`src/pfcs_pkg.sv`:
```
package pfcs_pkg;

    // Configuration modes of the sequencer.
    localparam logic MODE_INIT_UPDATE = 1'b0;
    localparam logic MODE_UPDATE_ONLY = 1'b1;

    // Link rate codes.
    localparam logic [1:0] RATE_GEN1 = 2'h0;
    localparam logic [1:0] RATE_GEN2 = 2'h1;
    localparam logic [1:0] RATE_GEN3 = 2'h2;

    // Link width codes.
    localparam logic [1:0] WIDTH_X1 = 2'h0;
    localparam logic [1:0] WIDTH_X4 = 2'h1;
    localparam logic [1:0] WIDTH_X8 = 2'h2;

    // Register offsets.
    localparam logic [3:0] REG_CTRL = 4'h0;
    localparam logic [3:0] REG_LINK = 4'h1;
    localparam logic [3:0] REG_STATUS = 4'h2;
    localparam logic [3:0] REG_COUNT = 4'h3;

    // Control register field positions.
    localparam int CTRL_MODE_BIT = 0;
    localparam int CTRL_INIT_EN_BIT = 1;
    localparam int CTRL_UPDATE_BIT = 2;

    // Link register field positions.
    localparam int LINK_RATE_LSB = 0;
    localparam int LINK_WIDTH_LSB = 2;

    // Reset values.
    localparam logic [31:0] CTRL_RESET = 32'h0000_0002;
    localparam logic [31:0] LINK_RESET = 32'h0000_0001;

    // Initialization phase length.
    localparam int INIT_TIME_NS = 800;
    localparam int CLK_PERIOD_NS = 8;
    localparam int INIT_CYCLES = INIT_TIME_NS / CLK_PERIOD_NS;

    // Stream word width and FIFO depth.
    localparam int DATA_W = 32;
    localparam int FIFO_DEPTH = 4;

    // Fabric image word with end-of-image marker.
    typedef struct packed {
        logic last;
        logic [DATA_W-1:0] data;
    } pfcs_word_t;

    // Completion status codes for host requests, before and after the fabric is up.
    localparam logic [1:0] CPL_OK = 2'h0;
    localparam logic [1:0] CPL_RETRY = 2'h1;
    localparam logic [1:0] CPL_UNSUP = 2'h2;

    // Sequencer states, one-hot.
    typedef enum logic [6:0] {
        ST_PERIPH = 7'h01,
        ST_FULL = 7'h02,
        ST_TRAIN = 7'h04,
        ST_FABRIC = 7'h08,
        ST_INIT = 7'h10,
        ST_USER = 7'h20,
        ST_UPDATE = 7'h40
    } pfcs_state_t;

endpackage

```
`src/pfcs_fifo.sv`:
```
`timescale 1ns/1ps
module pfcs_fifo #(
    parameter int WIDTH = 33,
    parameter int DEPTH = 4
) (
    input wire logic clk_sys, // System clock.
    input wire logic rst_n, // Synchronous reset, active low.
    input wire logic in_valid, // Write side word valid.
    output logic in_ready, // Write side may accept.
    input wire logic [WIDTH-1:0] in_data, // Write side word.
    output logic out_valid, // Read side word present.
    input wire logic out_ready, // Read side takes the word.
    output logic [WIDTH-1:0] out_data // Read side word, registered.
);
    localparam int AW = $clog2(DEPTH);

    // Storage and pointers; count is one bit wider to tell full from empty.
    logic [WIDTH-1:0] mem [DEPTH];
    logic [AW-1:0] wr_ptr;
    logic [AW-1:0] rd_ptr;
    logic [AW:0] count;
    logic out_full;

    wire do_wr = in_valid && in_ready;
    wire pop = out_valid && out_ready;
    // Head register refills when empty or being drained.
    wire load = (count != '0) && (!out_full || pop);

    assign in_ready = (count != (AW+1)'(DEPTH));
    assign out_valid = out_full;

    // Write into the array.
    always_ff @(posedge clk_sys) begin
        if (do_wr) begin
            mem[wr_ptr] <= in_data;
        end
    end

    // Pointers, occupancy and the registered head word.
    always_ff @(posedge clk_sys) begin
        if (!rst_n) begin
            wr_ptr <= '0;
            rd_ptr <= '0;
            count <= '0;
            out_full <= 1'b0;
            out_data <= '0;
        end else begin
            if (do_wr) begin
                wr_ptr <= wr_ptr + 1'b1;
            end
            if (load) begin
                out_data <= mem[rd_ptr];
                rd_ptr <= rd_ptr + 1'b1;
            end
            count <= count + (AW+1)'(do_wr) - (AW+1)'(load);
            out_full <= load || (out_full && !pop);
        end
    end
endmodule

```
`src/pfcs_sequencer.sv`:
```
// What this block does
// - Init-update mode: periphery first, then fabric over link.
// - Power up loads periphery over conventional interface.
// - Periphery done high before link training may start.
// - Fabric done high after fabric image loaded.
// - Initialize, then user mode; init done if enabled.
// - Update-only mode: full load, then periphery done.
// - Gen3 allowed only in update-only mode.
// - Gen1 and Gen2 allow x1, x4, x8 widths.
// - Fabric-load and user link settings identical.
// - Only designated block feeds configuration controller.
// - User mode carries traffic and accepts updates.
// - After periphery, before fabric ready: retry config, unsupport memory.
// - Update drops fabric done, raises it when finished.
`timescale 1ns/1ps
module pfcs_sequencer
    import pfcs_pkg::*;
(
    input wire logic clk_sys, // System clock, 125 MHz.
    input wire logic rst_n, // Synchronous reset, active low.
    input wire logic [3:0] reg_addr, // Register address.
    input wire logic [31:0] reg_wdata, // Register write data.
    input wire logic reg_wr, // Register write strobe.
    input wire logic reg_rd, // Register read strobe.
    output logic [31:0] reg_rdata, // Read data, cycle after strobe.
    input wire logic conv_done, // Conventional image load finished.
    input wire logic link_up, // Designated link reached active state.
    output logic train_enable, // Allows link training to begin.
    output logic [1:0] link_rate, // Link rate used everywhere.
    output logic [1:0] link_width, // Link width used everywhere.
    input wire logic img_valid, // Fabric word from designated link.
    output logic img_ready, // Sequencer accepts fabric word.
    input wire logic [DATA_W-1:0] img_data, // Fabric image word.
    input wire logic img_last, // Last word of the fabric image.
    input wire logic other_img_valid, // Fabric word from another block.
    output logic other_img_ready, // Always refused.
    output logic [DATA_W-1:0] cfg_data, // Word to configuration array.
    output logic cfg_valid, // Configuration word strobe.
    input wire logic cfg_ready, // Configuration array can take word.
    input wire logic req_valid, // Host request arrives.
    input wire logic req_is_cfg, // Request is a configuration access.
    output logic cpl_valid, // Completion ready.
    output logic [1:0] cpl_status, // Completion status code.
    output logic periphery_done, // Periphery or full load done.
    output logic fabric_done, // Fabric image loaded.
    output logic init_done, // Initialization finished.
    output logic user_mode // Device in user mode.
);
    // State, registers and counters.
    pfcs_state_t state;
    pfcs_state_t next_state;
    logic [31:0] ctrl;
    logic [31:0] link_cfg;
    logic [31:0] word_count;
    logic [$clog2(INIT_CYCLES+1)-1:0] init_cnt;
    logic update_req;
    logic [1:0] latched_rate;
    logic [1:0] latched_width;

    // FIFO interface wires.
    pfcs_word_t fifo_in;
    pfcs_word_t fifo_out;
    logic fifo_in_ready;
    logic fifo_out_valid;
    logic fifo_out_ready;

    // Decoded register fields.
    wire mode_sel = ctrl[CTRL_MODE_BIT];
    wire init_en = ctrl[CTRL_INIT_EN_BIT];
    wire [1:0] req_rate = link_cfg[LINK_RATE_LSB +: 2];
    wire [1:0] req_width = link_cfg[LINK_WIDTH_LSB +: 2];
    wire wr_ctrl = reg_wr && (reg_addr == REG_CTRL);
    wire wr_link = reg_wr && (reg_addr == REG_LINK);

    // Gen3 is refused in init-update mode; unknown codes fall back.
    wire rate_ok = (req_rate == RATE_GEN1) || (req_rate == RATE_GEN2) ||
        ((req_rate == RATE_GEN3) && (mode_sel == MODE_UPDATE_ONLY));
    wire width_ok = (req_width == WIDTH_X1) || (req_width == WIDTH_X4) ||
        (req_width == WIDTH_X8);

    // Loading states that consume the image stream.
    wire loading = (state == ST_FABRIC) || (state == ST_UPDATE);
    wire fabric_up = (state == ST_INIT) || (state == ST_USER);
    wire image_end = fifo_out_valid && fifo_out_ready && fifo_out.last;
    // Leaving a load state straight into init means a full image landed.
    // This covers the shortcut taken when the load ends at the mode choice.
    wire full_loaded = (next_state == ST_INIT) &&
        ((state == ST_PERIPH) || (state == ST_FULL));

    // Only the designated link feeds the FIFO; other blocks never do.
    assign fifo_in.data = img_data;
    assign fifo_in.last = img_last;
    assign img_ready = fifo_in_ready && loading;
    assign other_img_ready = 1'b0;
    assign fifo_out_ready = cfg_ready && loading;

    // Image words buffered before the configuration array.
    pfcs_fifo #(
        .WIDTH($bits(pfcs_word_t)),
        .DEPTH(FIFO_DEPTH)
    ) u_fifo (
        .clk_sys(clk_sys),
        .rst_n(rst_n),
        .in_valid(img_valid && loading),
        .in_ready(fifo_in_ready),
        .in_data(fifo_in),
        .out_valid(fifo_out_valid),
        .out_ready(fifo_out_ready),
        .out_data(fifo_out)
    );

    // Handshake to the configuration array passes straight through.
    assign cfg_valid = fifo_out_valid && loading;
    assign cfg_data = fifo_out.data;

    // Link training held off until periphery is in place.
    assign train_enable = periphery_done;
    // One link setting serves fabric loading and the user application.
    assign link_rate = latched_rate;
    assign link_width = latched_width;

    // Next state logic.
    always_comb begin
        next_state = state;
        case (state)
            ST_PERIPH: begin
                // The mode is sampled here, so it must be set before the load
                // ends; a later change of mode has no effect on this path.
                if (mode_sel == MODE_UPDATE_ONLY) begin
                    next_state = conv_done ? ST_INIT : ST_FULL;
                end else if (conv_done) begin
                    next_state = ST_TRAIN;
                end
            end
            ST_FULL: begin
                if (conv_done) begin
                    next_state = ST_INIT;
                end
            end
            ST_TRAIN: begin
                // The host waits for an active link before sending.
                if (link_up) begin
                    next_state = ST_FABRIC;
                end
            end
            ST_FABRIC: begin
                if (image_end) begin
                    next_state = ST_INIT;
                end
            end
            ST_INIT: begin
                if (init_cnt == '0) begin
                    next_state = ST_USER;
                end
            end
            ST_USER: begin
                if (update_req) begin
                    next_state = ST_UPDATE;
                end
            end
            ST_UPDATE: begin
                if (image_end) begin
                    next_state = ST_INIT;
                end
            end
            default: begin
                next_state = ST_PERIPH;
            end
        endcase
    end

    // State register; the mode picks its path in the next state logic, so
    // the done flags and the init timer always see the same transition.
    always_ff @(posedge clk_sys) begin
        if (!rst_n) begin
            state <= ST_PERIPH;
        end else begin
            state <= next_state;
        end
    end

    // Control and link registers; the update bit is a self-clearing pulse.
    always_ff @(posedge clk_sys) begin
        if (!rst_n) begin
            ctrl <= CTRL_RESET;
            link_cfg <= LINK_RESET;
        end else begin
            if (wr_ctrl) begin
                ctrl <= reg_wdata & 32'h0000_0003;
            end
            if (wr_link) begin
                link_cfg <= reg_wdata & 32'h0000_000f;
            end
        end
    end

    // Update request; a new request in the accepting cycle wins.
    always_ff @(posedge clk_sys) begin
        if (!rst_n) begin
            update_req <= 1'b0;
        end else if (wr_ctrl && reg_wdata[CTRL_UPDATE_BIT]) begin
            update_req <= 1'b1;
        end else if (state == ST_UPDATE) begin
            update_req <= 1'b0;
        end
    end

    // Link settings are frozen once training is allowed, so the fabric
    // load and the user application run on one identical setting.
    always_ff @(posedge clk_sys) begin
        if (!rst_n) begin
            latched_rate <= RATE_GEN1;
            latched_width <= WIDTH_X1;
        end else if (!periphery_done) begin
            latched_rate <= rate_ok ? req_rate : RATE_GEN1;
            latched_width <= width_ok ? req_width : WIDTH_X1;
        end
    end

    // Done indicators and the initialization timer.
    always_ff @(posedge clk_sys) begin
        if (!rst_n) begin
            periphery_done <= 1'b0;
            fabric_done <= 1'b0;
            init_done <= 1'b0;
            user_mode <= 1'b0;
            init_cnt <= '0;
        end else begin
            if (conv_done && (state == ST_PERIPH || state == ST_FULL)) begin
                periphery_done <= 1'b1;
            end
            // A full load carries the fabric, so it completes that too.
            if (full_loaded) begin
                fabric_done <= 1'b1;
            end else if (image_end) begin
                fabric_done <= 1'b1;
            end else if (next_state == ST_UPDATE && state == ST_USER) begin
                fabric_done <= 1'b0;
            end
            if (next_state == ST_INIT && state != ST_INIT) begin
                init_cnt <= ($clog2(INIT_CYCLES+1))'(INIT_CYCLES - 1);
            end else if (init_cnt != '0) begin
                init_cnt <= init_cnt - 1'b1;
            end
            user_mode <= (next_state == ST_USER);
            // Init done only shows when software enabled it.
            init_done <= init_en && (next_state == ST_USER ||
                (init_done && next_state != ST_UPDATE));
        end
    end

    // Completions once periphery is done: retry or unsupported until the fabric runs.
    always_ff @(posedge clk_sys) begin
        if (!rst_n) begin
            cpl_valid <= 1'b0;
            cpl_status <= CPL_OK;
        end else begin
            cpl_valid <= req_valid && periphery_done;
            if (fabric_up && state == ST_USER) begin
                cpl_status <= CPL_OK;
            end else if (req_is_cfg) begin
                cpl_status <= CPL_RETRY;
            end else begin
                cpl_status <= CPL_UNSUP;
            end
        end
    end

    // Counter of fabric words written for the current image.
    always_ff @(posedge clk_sys) begin
        if (!rst_n) begin
            word_count <= '0;
        end else if (state == ST_USER && next_state == ST_UPDATE) begin
            word_count <= '0;
        end else if (cfg_valid && cfg_ready) begin
            word_count <= word_count + 32'h0000_0001;
        end
    end

    // Status word: both done flags together mean fully configured.
    wire [31:0] status_word = {22'h0, state, user_mode, init_done,
        fabric_done && periphery_done};

    // Read decode as an if/else-if chain; unmapped reads return zero.
    always_ff @(posedge clk_sys) begin
        if (!rst_n) begin
            reg_rdata <= '0;
        end else if (!reg_rd) begin
            reg_rdata <= '0;
        end else if (reg_addr == REG_CTRL) begin
            reg_rdata <= ctrl;
        end else if (reg_addr == REG_LINK) begin
            reg_rdata <= {28'h0, latched_width, latched_rate};
        end else if (reg_addr == REG_STATUS) begin
            reg_rdata <= status_word;
        end else if (reg_addr == REG_COUNT) begin
            reg_rdata <= word_count;
        end else begin
            reg_rdata <= '0;
        end
    end
endmodule

```
`config.mk`:
```
export PLATFORM = sky130hd
export DESIGN_NAME = pfcs_sequencer
export DESIGN_NICKNAME = d
export VERILOG_FILES = /design/src/pfcs_pkg.sv /design/src/pfcs_fifo.sv /design/src/pfcs_sequencer.sv
export SDC_FILE = /design/constraint.sdc
export NUM_CORES = 1
export LEC_CHECK = 0
export ABC_AREA = 1
export BUFFER_PORTS_ARGS = -buffer_cell sky130_fd_sc_hd__buf_4
export CAP_MARGIN = 20
export CORE_ASPECT_RATIO = 1.25
export CORE_MARGIN = 4
export CORE_UTILIZATION = 40
export DETAILED_ROUTE_END_ITERATION = 8
export PLACE_DENSITY = 0.67
export SLEW_MARGIN = 40
export SYNTH_ARGS = -nofsm -noshare
export SYNTH_HDL_FRONTEND = slang
export SYNTH_SLANG_ARGS = --single-unit
```
`constraint.sdc`:
```
create_clock -name clk_sys -period 3.3 [get_ports clk_sys]
set_input_delay 0.495 -clock clk_sys [delete_from_list [all_inputs] [get_ports clk_sys]]
set_output_delay 0.495 -clock clk_sys [all_outputs]
set_load 0.1 [all_outputs]
```
Word level (Yosys, flattened, before mapping). Memory sizes are Yosys's and may differ from the RTL's. A register that Yosys moved wholly into a read port is not among the register bits. Index checks and enable logic that the tools add are counted. Widths: inputs -> output; s select.

Muxes and demuxes: 25. Add/subtract/negate cells: 6. Equal/unequal tests: 20. Bitwise operators: 3. Reduce and logical (&&, ||, !) cells: 53.

Operators by type and width (number): $mux 7 (9); $pmux 7 s6 (1); $add 32x1->32 const B (1); $logic_and 1x1->1 (23); $mux 10 (2); $eq 7x5->1 const B (2); $eq 7x6->1 const B (2); $eq 7x7->1 const B (2); $logic_or 1x1->1 (10); $reduce_or 2->1 (5); $eq 4x2->1 const B (2); $mux 2 (4); $eq 7x1->1 const B (1); $eq 7x2->1 const B (1); $eq 7x3->1 const B (1); $eq 7x4->1 const B (1); $logic_not 7->1 (1); $mux 1 (7); $ne 7x5->1 const B (1); $ne 7x7->1 const B (1); $reduce_bool 7->1 (1); $sub 7x1->7 const B (1); $reduce_bool 3->1 (2); $mux 5 (1); 16 further kinds (25).

Memories kept: 1. RAM bits: 132. Input bits: 80. Word-level logic and storage cells: 131. Register bits: 104.

Memories: u_fifo.mem (words 4, width 33, rd ports 1, clocked after Yosys merged registers in 1, wr ports 1, RTL line pfcs_fifo.sv:18) `logic [WIDTH-1:0] mem [DEPTH];`.

Logic depth before layout (Yosys ltp). Gate-level depths: netlist of run 1.

Depth after elaboration: 12. Depth in mapped cells: 18.

By module. A second synthesis of run 1 with hierarchy kept.

Cells, all modules: 1462. Area, all modules: 11880.1 sq um.

Modules (own cells, without submodules): pfcs_fifo (seq. area each 4784.6 sq um, instances 1, area an instance 7368.3 sq um, cells an instance 792); pfcs_sequencer (seq. area each 1921.8 sq um, instances 1, area an instance 4511.8 sq um, cells an instance 670).

Least setup slack after synthesis of run 1. OpenSTA, ideal clock, no wires.

Path type: register -> register. From: reg state[3]. To: mem u_fifo.mem[0][0] (enable). Cell stages (with the launch flop): 10. Arrival time: 3.237 ns. Required time: 2.877 ns. Slack: -0.360 ns. Buffers on the path: 0. Clock period less this slack: 3.660 ns. Path through: dfxtp_1 > inv_1 > nand2_1 > nor2_4 > nand2_2 > nand2_4 > nand2_1 > inv_1 > nand2_1 > nor2_1.

Longest elaborated chain between the ends: 6.

Ends and longest elaborated chain: from (decl) (RTL line pfcs_sequencer.sv:50) `pfcs_state_t state;`; from (signal assigned) (RTL line pfcs_sequencer.sv:178) `state <= next_state;`; $eq 7x4->1 or $eq 7x7->1 (tied branches) (RTL line pfcs_sequencer.sv:82) `wire loading = (state == ST_FABRIC) || (state == ST_UPDATE);`; $logic_or 1x1->1 * (RTL line pfcs_sequencer.sv:82); $logic_and 1x1->1 * (RTL line pfcs_sequencer.sv:104) `.in_valid(img_valid && loading),`; $logic_and 1x1->1 * (RTL line pfcs_fifo.sv:24) `wire do_wr = in_valid && in_ready;`; $mux 1 * (RTL line pfcs_fifo.sv:34) `if (do_wr) begin`; $mux 1 (implied by the code) * (RTL line pfcs_fifo.sv:35) `mem[wr_ptr] <= in_data;`; to (decl) (RTL line pfcs_fifo.sv:18).

Mark *: on every way between the ends. The rest lies on a longest branch, timed or not.

Worst setup path after layout of run 1.
From: reg state[2]. To: reg u_fifo.count[2].

Longest elaborated chain between the ends: 7.

Ends and longest elaborated chain: $eq 7x4->1 or $eq 7x7->1 (tied branches) (RTL line pfcs_sequencer.sv:82); $logic_or 1x1->1 * (RTL line pfcs_sequencer.sv:82); branches (longest 4 deep; another with $add 3x1->3); $sub 3x1->3 * (RTL line pfcs_fifo.sv:55) `count <= count + (AW+1)'(do_wr) - (AW+1)'(load);`; to (signal assigned) (RTL line pfcs_fifo.sv:55); to (decl) (RTL line pfcs_fifo.sv:21) `logic [AW:0] count;`.

Mark *: on every way between the ends. A chain may end at the register's enable or synchronous reset.

==> impl_metrics.py, run 1 <==
metrics = {
    "clocking": {
        "h-tree-depth": 1,
        "cts_resized": 0,
        "cts_buffers": 28,
        "clock_sinks": 269,
        "worstSkewPairLatency_ns": 0.54,
        "cts_hold_buffers": 0,
        "cts_tree": "yes",
        "cts.path.max_buffers": 3,
        "cts_setup_buffers": 0,
        "cts-root-buf": "clkbuf_16",
        "clkTransAtPathRegs_ns": 0.07,
    },
    "synthesis": {
        "yosysTopAreaCellShare": 0.354,
        "synthTopCellsByCount": "279 x nor2_1, 199 x nand2_1, 137 x dfxtp_1, 132 x edfxtp_1, 89 x inv_1",
        "synth_simple_gate_area_frac": 0.192,
        "ys_warn_count": 0,
        "seq_area_frac_synth": 0.598,
        "ys_seq_elements": 269,
        "synth_fa_ha_area_frac": 0.0118,
        "synthTopCellsByArea": "edfxtp_1 35%, dfxtp_1 24%, nor2_1 9.3%",
        "synth_mux_area_frac": 0,
        "async_flop_share": 0,
        "synth-edff-count": 132,
        "synth_xor_area_frac": 0.0195,
        "synthCells": 1210,
        "synth_area_per_cell_um2": 9.26,
        "yosysMostFrequentCell": "nor2_1",
        "netlist_area_um2": 11200,
        "synth_top_cell_by_area": "edfxtp_1",
        "synth_top_family_by_area": "simple AND/OR/NAND/NOR gates",
        "synthFlopType": "dfxtp_1",
        "synth_nets": 1300,
        "synth_compound_area_frac": 0.100,
        "synth_cell_types": 42,
    },
    "place": {
        "pre_cts_ws_ns": 0.648,
        "port_buffers": 128,
        "place_congestion": 0.949,
        "place_area_um2": 12200,
        "hpwl_um": 17300,
    },
    "worst_setup_path": {
        "path_class": "register to register",
        "cp.arrival_ns": 3.07,
        "start_kind": "register",
        "worstPathRequired_ns": 3.72,
        "critPathMaxFanout": 36,
        "crit_path_end_kind": "register",
    },
    "global_route": {
        "grt_pass1_vias": 8138,
        "track_usage": 0.164,
        "grt_start_max_net_pins": 69,
        "antenna_found_initial": 0,
        "grt_pass1_wl_um": 40900,
        "overflow": 0,
    },
    "min_path": {
        "hold_class": "input port to register",
    },
    "timing": {
        "post-route-period-util": 0.804,
        "setup_violations": 0,
        "clock_skew_ns": 0.0183,
        "whs_ns": 0.128,
        "period_needed_ns": 2.65,
        "fmax_mhz": 377,
        "grt_setup_unrepaired": "no",
        "relSlewSlack": 0.501,
        "setup_slack_ns": 0.647,
        "worstMarginPinSlew_ns": 0.747,
        "setup_tns_ns": 0,
        "maxSlewViolCount": 0,
        "hold_viol": 0,
    },
    "finish": {
        "design_area_um2": 13200,
        "n_fill_cell": 2572,
        "antenna_cells": 0,
        "fin_nets": 1391,
        "drive_gt1_frac": 0.159,
        "syn_to_final_growth_pct": 17.9,
    },
    "drt": {
        "totalWireLength_um": 25500,
        "dr.pass1.iters": 5,
        "wl_per_cell_um": 15.3,
        "drc_errors": 0,
        "drtIter0Drc": 431,
        "drt-vias-per-instance": 4.93,
        "drt.antenna.violating_nets": 0,
        "num_vias": 8254,
    },
    "power": {
        "finalPower_mw": 10.1,
        "p_per_area_nw_per_um2": 767,
        "power.leakage_nw": 4.96,
        "vdd_drop_max_uv": 736,
    },
    "floorplan": {
        "die_x_um": 158,
        "ios": 159,
        "start_util": 0.405,
        "die_area_um2": 30800,
        "die_h_um": 195,
        "coreArea_um2": 27700,
        "row_count": 68,
    },
    "outcome": {
        "status": "finished clean",
    },
    "run": {
        "drv_cap": 0,
    },
}
worst max-delay path: stages (launching register included):
cell	delay, ns
dfxtp_1	0.38
inv_2	0.05
nand2_1	0.14
nor2_4	0.06
nand2_2	0.10
nand2_4	0.09
nand2_2	0.08
nand2_4	0.07
nand2_8	0.22
clkinv_4	0.07
ha_1	0.29
inv_1	0.06
ha_1	0.14
inv_1	0.05
fa_1	0.37
xor2_1	0.16
o21ai_0	0.14
a21oi_1	0.05
cell usage in the layout (no fill, tap or decap), types with 32 or more instances in the layout:
master / Yosys / routed
o32ai_1: 33 / 33
nand2_1: 199 / 199
dfxtp_1: 137 / 135
inv_1: 89 / 88
a21oi_1: 57 / 57
buf_4: 38 / 141
edfxtp_1: 132 / 132
nor2_1: 279 / 275
clkbuf_16: 0 / 32
o21ai_0: 86 / 86
where the power goes:
part / switching (mW) / total (mW) / internal (mW)
combinational: 2.17 / 2.97 / 0.796
clock: 1.25 / 3.24 / 1.99
sequential: 0.198 / 3.92 / 3.73
cell type report:
class | count | area (µm²) | area share
multi-input cells | 763 | 3660 | 0.277
repair buffers | 141 | 1060 | 0.0801
flip-flops and latches | 269 | 6710 | 0.508
clock buffers | 41 | 878 | 0.0665
inverters | 98 | 373 | 0.0282
well taps | 350 | 438 | 0.0331
clock inverters | 11 | 101 | 0.00767
flip-flops by register name (all words and copies together) (netlist names), 2 cells and up:
| register | count |
|---|---|
| u_fifo.mem | 132 |
| u_fifo.out_data | 33 |
| reg_rdata | 32 |
| word_count | 32 |
| init_cnt | 7 |
| state | 7 |
| link_cfg | 4 |
| u_fifo.count | 3 |
| cpl_status | 2 |
| ctrl | 2 |
| link_rate | 2 |
| link_width | 2 |
| u_fifo.rd_ptr | 2 |
| u_fifo.wr_ptr | 2 |
kinds of logic (layout without fill, tap and decap cells):
family,Yosys count,after routing
AND/OR/NAND/NOR,533,533
XOR/XNOR,25,25
other,1,1
flip-flops,269,269
AO/OA/AOI/OAI,194,194
adder cells (fa/ha/maj),10,10
buffers and inverters,178,291
worst paths after layout:
path                                               start                         end  slack, ns  depth (start not counted)
worst max register to register       state[2]$_SDFF_PN0_  u_fifo.count[2]$_SDFF_PN0_       0.65                         17
worst min-delay path                          req_is_cfg    cpl_status[1]$_SDFF_PP0_       0.13                          2
worst min register to register  link_cfg[3]$_SDFFE_PN0P_  link_width[0]$_SDFFE_PN0N_       0.44                          1
worst max-delay path                 state[2]$_SDFF_PN0_  u_fifo.count[2]$_SDFF_PN0_       0.65                         17
stage by stage:
stage	util	cells
after floorplan	-	1210
after global placement	0.442	1621
after detailed placement	0.442	1621
after CTS	0.478	1673
after global routing	0.478	1673
final	0.478	1673
layer usage:
| layer | GRT usage | part of all wire | up-vias |
|---|---|---|---|
| met5 | 0 | 0 | - |
| met4 | 0.0513 | 0.028 | 0 |
| met3 | 0.0326 | 0.049 | 52 |
| met2 | 0.301 | 0.52 | 180 |
| met1 | 0.190 | 0.40 | 3876 |
| li1 | - | - | 4146 |
No activity file was read; power rests on OpenSTA's default activity.
==> run 2: changes to the inputs <==
- PLACE_DENSITY: 0.67 -> 0.69
- clock period: 3.3 -> 2.3 ns (I/O delays scaled with it)
==> impl_metrics.py, run 2 (same netlist as run 1, synthesis figures left out) <==
metrics = {
    "outcome": {
        "status": "finished clean",
    },
    "worst_setup_path": {
        "start_kind": "register",
        "cp_common_cell": "nand2_4",
        "critical_path.top_delay_family": "adder cells",
        "worstPathRequired_ns": 2.72,
        "slowest_stage": "fa_2",
        "path_class": "register to register",
        "cp_cell_sequence": "inv_2 -> nand2_4 -> nor2_4 -> nand2_2 -> nand2_4 -> nand2_4 -> nand2_4 -> nand2_8 -> clkinv_8 -> ha_4 -> inv_4 -> ha_4 -> inv_2 -> fa_2 -> xor2_2 -> o21ai_1 -> a21oi_1",
        "crit_path_end_kind": "register",
        "critPathMaxFanout": 4,
        "slowest_delay_ns": 0.39,
        "cp.arrival_ns": 2.69,
        "crit_buf_inv": 4,
    },
    "drt": {
        "dr.pass1.iters": 5,
        "wl_per_cell_um": 15.4,
        "num_vias": 8622,
        "drt-vias-per-instance": 5.03,
        "totalWireLength_um": 26300,
        "drc_errors": 0,
        "drtIter0Drc": 530,
        "drt.antenna.violating_nets": 0,
    },
    "place": {
        "place_congestion": 0.896,
        "hpwl_um": 17700,
        "dp.cells": 1634,
        "port_buffers": 128,
        "pre_cts_ws_ns": 0.0371,
    },
    "timing": {
        "period_needed_ns": 2.27,
        "whs_ns": 0.0268,
        "setup_slack_ns": 0.0334,
        "fmax_mhz": 441,
        "post-route-period-util": 0.985,
        "setup_violations": 0,
        "maxSlewViolCount": 0,
        "relSlewSlack": 0.540,
        "clock_skew_ns": 0.0178,
        "worstMarginPinSlew_ns": 0.682,
        "grt_setup_unrepaired": "yes",
        "setup_tns_ns": 0,
        "hold_viol": 0,
    },
    "clocking": {
        "worstSkewPairLatency_ns": 0.54,
        "clkTransAtPathRegs_ns": 0.06,
        "cts-root-buf": "clkbuf_16",
        "cts.path.max_buffers": 3,
        "cts_buffers": 27,
        "h-tree-depth": 1,
        "clock_sinks": 269,
        "cts_tree": "yes",
    },
    "finish": {
        "instances_no_fill": 1713,
        "syn_to_final_growth_pct": 21.9,
        "fin_nets": 1433,
        "largest_register": "u_fifo.mem",
        "reg_top3": "u_fifo.mem: 132 flops, u_fifo.out_data: 33 flops",
        "largest_reg_flops": 132,
        "final_common_cell": "nor2_1",
        "mostFrequentLayoutCells": "275 x nor2_1, 195 x nand2_1, 151 x buf_4",
        "antenna_cells": 0,
        "drive_gt1_frac": 0.180,
    },
    "power": {
        "power.leakage_nw": 5.13,
        "p_per_area_nw_per_um2": 1060,
        "vdd_drop_max_uv": 977,
        "finalPower_mw": 14.5,
    },
    "global_route": {
        "overflow": 0,
        "grt_start_max_net_pins": 69,
        "grt_pass1_vias": 8548,
        "track_usage": 0.170,
        "antenna_found_initial": 1,
        "grt_pass1_wl_um": 42700,
    },
    "floorplan": {
        "die_x_um": 158,
        "start_util": 0.405,
        "coreArea_um2": 27700,
        "die_h_um": 195,
        "die_area_um2": 30800,
        "row_count": 68,
        "ios": 159,
    },
    "run": {
        "drv_cap": 0,
    },
    "min_path": {
        "hold_class": "input port to register",
    },
}
## run 2: cell count changes in the layout (fill, tap and decap cells not counted), sizes merged
cell         before  now
clkbuf           41   34
bufinv            2    3
inv              96   97
buf             141  158
dlygate4sd3       0   26
clkinvlp          1    3
## run 2: cell type report
class,instances,area (µm²)
Fill cell,2506,14000
Sequential cell,269,6720
Multi-Input combinational cell,763,3720
Timing Repair Buffer,184,1530
Clock buffer,34,712
Tap cell,350,438
Inverter,98,387
Clock inverter,15,163
## run 2: timing repair
action / 4_1_cts / 5_1_grt
resized for setup: 0 / 9
buffers inserted: 0 / 5
hold endpoints to repair: 96 / 0
hold buffers: 26 / 0
endpoints found under the setup margin: 0 / 3
## run 2: worst paths after layout
path,start,end,slack (ns),cells after the start
hold reg to reg,link_cfg[3]$_SDFFE_PN0P_,link_width[0]$_SDFFE_PN0N_,0.44,1
setup / recovery,state[3]$_SDFF_PN0_,u_fifo.count[2]$_SDFF_PN0_,0.03,17
setup reg to reg,state[3]$_SDFF_PN0_,u_fifo.count[2]$_SDFF_PN0_,0.03,17
hold / removal,img_data[2],u_fifo.mem[1][2]$_DFFE_PP_,0.03,1
## run 2: per-stage QoR
step                      cell area [µm²]   util
after CTS                           13600  0.492
after global placement              12500  0.451
final                               13700  0.494
after detailed placement            12500  0.451
after global routing                13700  0.494
after floorplan                     11300      -
## run 2: routing by layer
| layer | routed length [µm] | track usage | up-vias | part of all wire |
|---|---|---|---|---|
| met5 | 20 | 0 | - | 0.00076 |
| met4 | 892 | 0.0622 | 2 | 0.034 |
| met2 | 13700 | 0.307 | 240 | 0.52 |
| li1 | - | - | 4226 | - |
| met3 | 1520 | 0.0344 | 66 | 0.058 |
| met1 | 10100 | 0.196 | 4088 | 0.39 |
## run 2: where the power goes
group,internal [mW],switching (mW)
Clock,2.54,1.79
Sequential,5.34,0.247
Combinational,1.28,3.29
Total,9.16,5.33
==> run 3: changes to the inputs <==
- PLACE_DENSITY: 0.69 -> not set
==> impl_metrics.py, run 3 (same netlist as run 1, synthesis figures left out) <==
metrics = {
    "drt": {
        "wl_per_cell_um": 15.2,
        "num_vias": 8446,
        "drc_errors": 0,
        "totalWireLength_um": 26000,
        "drt-vias-per-instance": 4.92,
        "drt.antenna.violating_nets": 0,
        "drtIter0Drc": 584,
        "dr.pass1.iters": 5,
    },
    "finish": {
        "final_core_util": 0.498,
        "mostFrequentLayoutCells": "274 x nor2_1, 194 x nand2_1, 151 x buf_4",
        "drive_gt1_frac": 0.183,
        "fin_nets": 1437,
        "largest_register": "u_fifo.mem",
        "syn_to_final_growth_pct": 22.9,
        "reg_top3": "u_fifo.mem: 132 flops, u_fifo.out_data: 33 flops",
        "n_fill_cell": 2590,
        "final_common_cell": "nor2_1",
        "instances_no_fill": 1718,
        "largest_reg_flops": 132,
    },
    "clocking": {
        "cts-root-buf": "clkbuf_16",
        "cts_tree": "yes",
        "worstSkewPairLatency_ns": 0.53,
        "clkTransAtPathRegs_ns": 0.06,
        "cts.path.max_buffers": 3,
        "cts_buffers": 27,
        "h-tree-depth": 1,
        "clock_sinks": 269,
    },
    "outcome": {
        "status": "finished clean",
    },
    "timing": {
        "setup_violations": 0,
        "setup_slack_ns": 0.0177,
        "post-route-period-util": 0.992,
        "hold_viol": 0,
        "fmax_mhz": 438,
        "relSlewSlack": 0.657,
        "period_needed_ns": 2.28,
        "grt_setup_unrepaired": "yes",
        "clock_skew_ns": 0.00837,
        "maxSlewViolCount": 0,
        "worstMarginPinSlew_ns": 0.508,
    },
    "min_path": {
        "hold_class": "input port to register",
    },
    "worst_setup_path": {
        "crit_path_end_kind": "register",
        "start_kind": "register",
        "path_class": "register to register",
        "slowest_stage": "fa_2",
        "worstPathRequired_ns": 2.73,
        "slowest_delay_ns": 0.39,
        "r2r_setup_slack_ns": 0.02,
        "cp_cell_sequence": "inv_4 -> nand2_4 -> nor2_4 -> nand2_2 -> nand2_4 -> nand2_4 -> nand2_4 -> nand2_8 -> clkinv_8 -> ha_4 -> inv_4 -> ha_4 -> inv_2 -> fa_2 -> xor2_2 -> o21ai_1 -> a21oi_1",
        "cp.arrival_ns": 2.71,
        "cp_common_cell": "nand2_4",
        "critical_path.top_delay_family": "adder cells",
        "crit_buf_inv": 4,
        "critPathMaxFanout": 5,
    },
    "global_route": {
        "grt_pass1_wl_um": 41700,
        "overflow": 0,
        "grt_start_max_net_pins": 69,
        "grt_pass1_vias": 8292,
        "antenna_found_initial": 2,
        "track_usage": 0.166,
    },
    "place": {
        "place_congestion": 0.891,
        "pre_cts_ws_ns": -0.00192,
        "hpwl_um": 17100,
        "dp.cells": 1635,
        "port_buffers": 128,
    },
    "run": {
        "drv_cap": 0,
    },
    "floorplan": {
        "die_h_um": 195,
        "start_util": 0.405,
        "coreArea_um2": 27700,
        "row_count": 68,
        "ios": 159,
        "die_area_um2": 30800,
        "die_x_um": 158,
    },
    "power": {
        "p_per_area_nw_per_um2": 1060,
        "vdd_drop_max_uv": 922,
        "finalPower_mw": 14.7,
        "power.leakage_nw": 5.18,
    },
}
-- run 3: worst min-delay path, cell delays in order --
cell and delay [ns]:
buf_4 0.08, nand2_1 0.04, nor2_1 0.06
-- run 3: path summary, 6_finish.rpt --
kind                                               start                         end  cells past startpoint
worst max-delay path                 state[5]$_SDFF_PN0_  u_fifo.count[2]$_SDFF_PN0_                     17
worst min register to register  link_cfg[2]$_SDFFE_PN0P_  link_width[1]$_SDFFE_PN0N_                      1
worst max register to register       state[5]$_SDFF_PN0_  u_fifo.count[2]$_SDFF_PN0_                     17
worst min-delay path                           req_valid        cpl_valid$_SDFF_PN0_                      3
-- run 3: per-layer routing --
layer  wire length [µm]  part of all wire  up-vias  GRT usage
met4                636             0.024        2     0.0475
met2              13100              0.50      187      0.297
li1                   -                 -     4234          -
met5                 20           0.00077        -          0
met1              10900              0.42     3970      0.201
met3               1320             0.051       53     0.0304
-- run 3: report_power, final --
part / switching, mW / leakage, nW / internal [mW]
logic: 3.30 / 2.42 / 1.30
registers: 0.201 / 2.31 / 5.34
clock network: 1.82 / 0.456 / 2.69
total: 5.32 / 5.18 / 9.33
-- run 3: what timing repair did --
| item | in CTS | in global routing |
|---|---|---|
| endpoints found under the hold margin | 117 | 0 |
| pin swaps | 2 | 9 |
| gates cloned | 0 | 0 |
| hold buffers | 30 | 0 |
| resized for setup | 3 | 14 |
| setup buffers | 0 | 3 |
| endpoints found under the setup margin | 2 | 2 |
-- run 3: per-stage QoR --
stage | hold WS, ns | area, µm² | setup TNS (ns)
final | 0.0284 | 13800 | 0
after detailed placement | 0.441 | 12500 | -0.00192
after CTS | 0.00127 | 13700 | 0
after global placement | 0.432 | 12500 | 0
after floorplan | 0.417 | 11300 | -4.81
after global routing | 0.0125 | 13800 | -0.0957
-- run 3: cell type report --
class | instances | area, µm² | area share
Sequential cell | 269 | 6720 | 0.488
Multi-Input combinational cell | 763 | 3740 | 0.271
Inverter | 98 | 392 | 0.0284
Timing Repair Buffer | 188 | 1570 | 0.114
Tap cell | 350 | 438 | 0.0318
Antenna cell | 1 | 2.50 | 0.000182
Clock inverter | 14 | 153 | 0.0111
Clock buffer | 35 | 768 | 0.0557
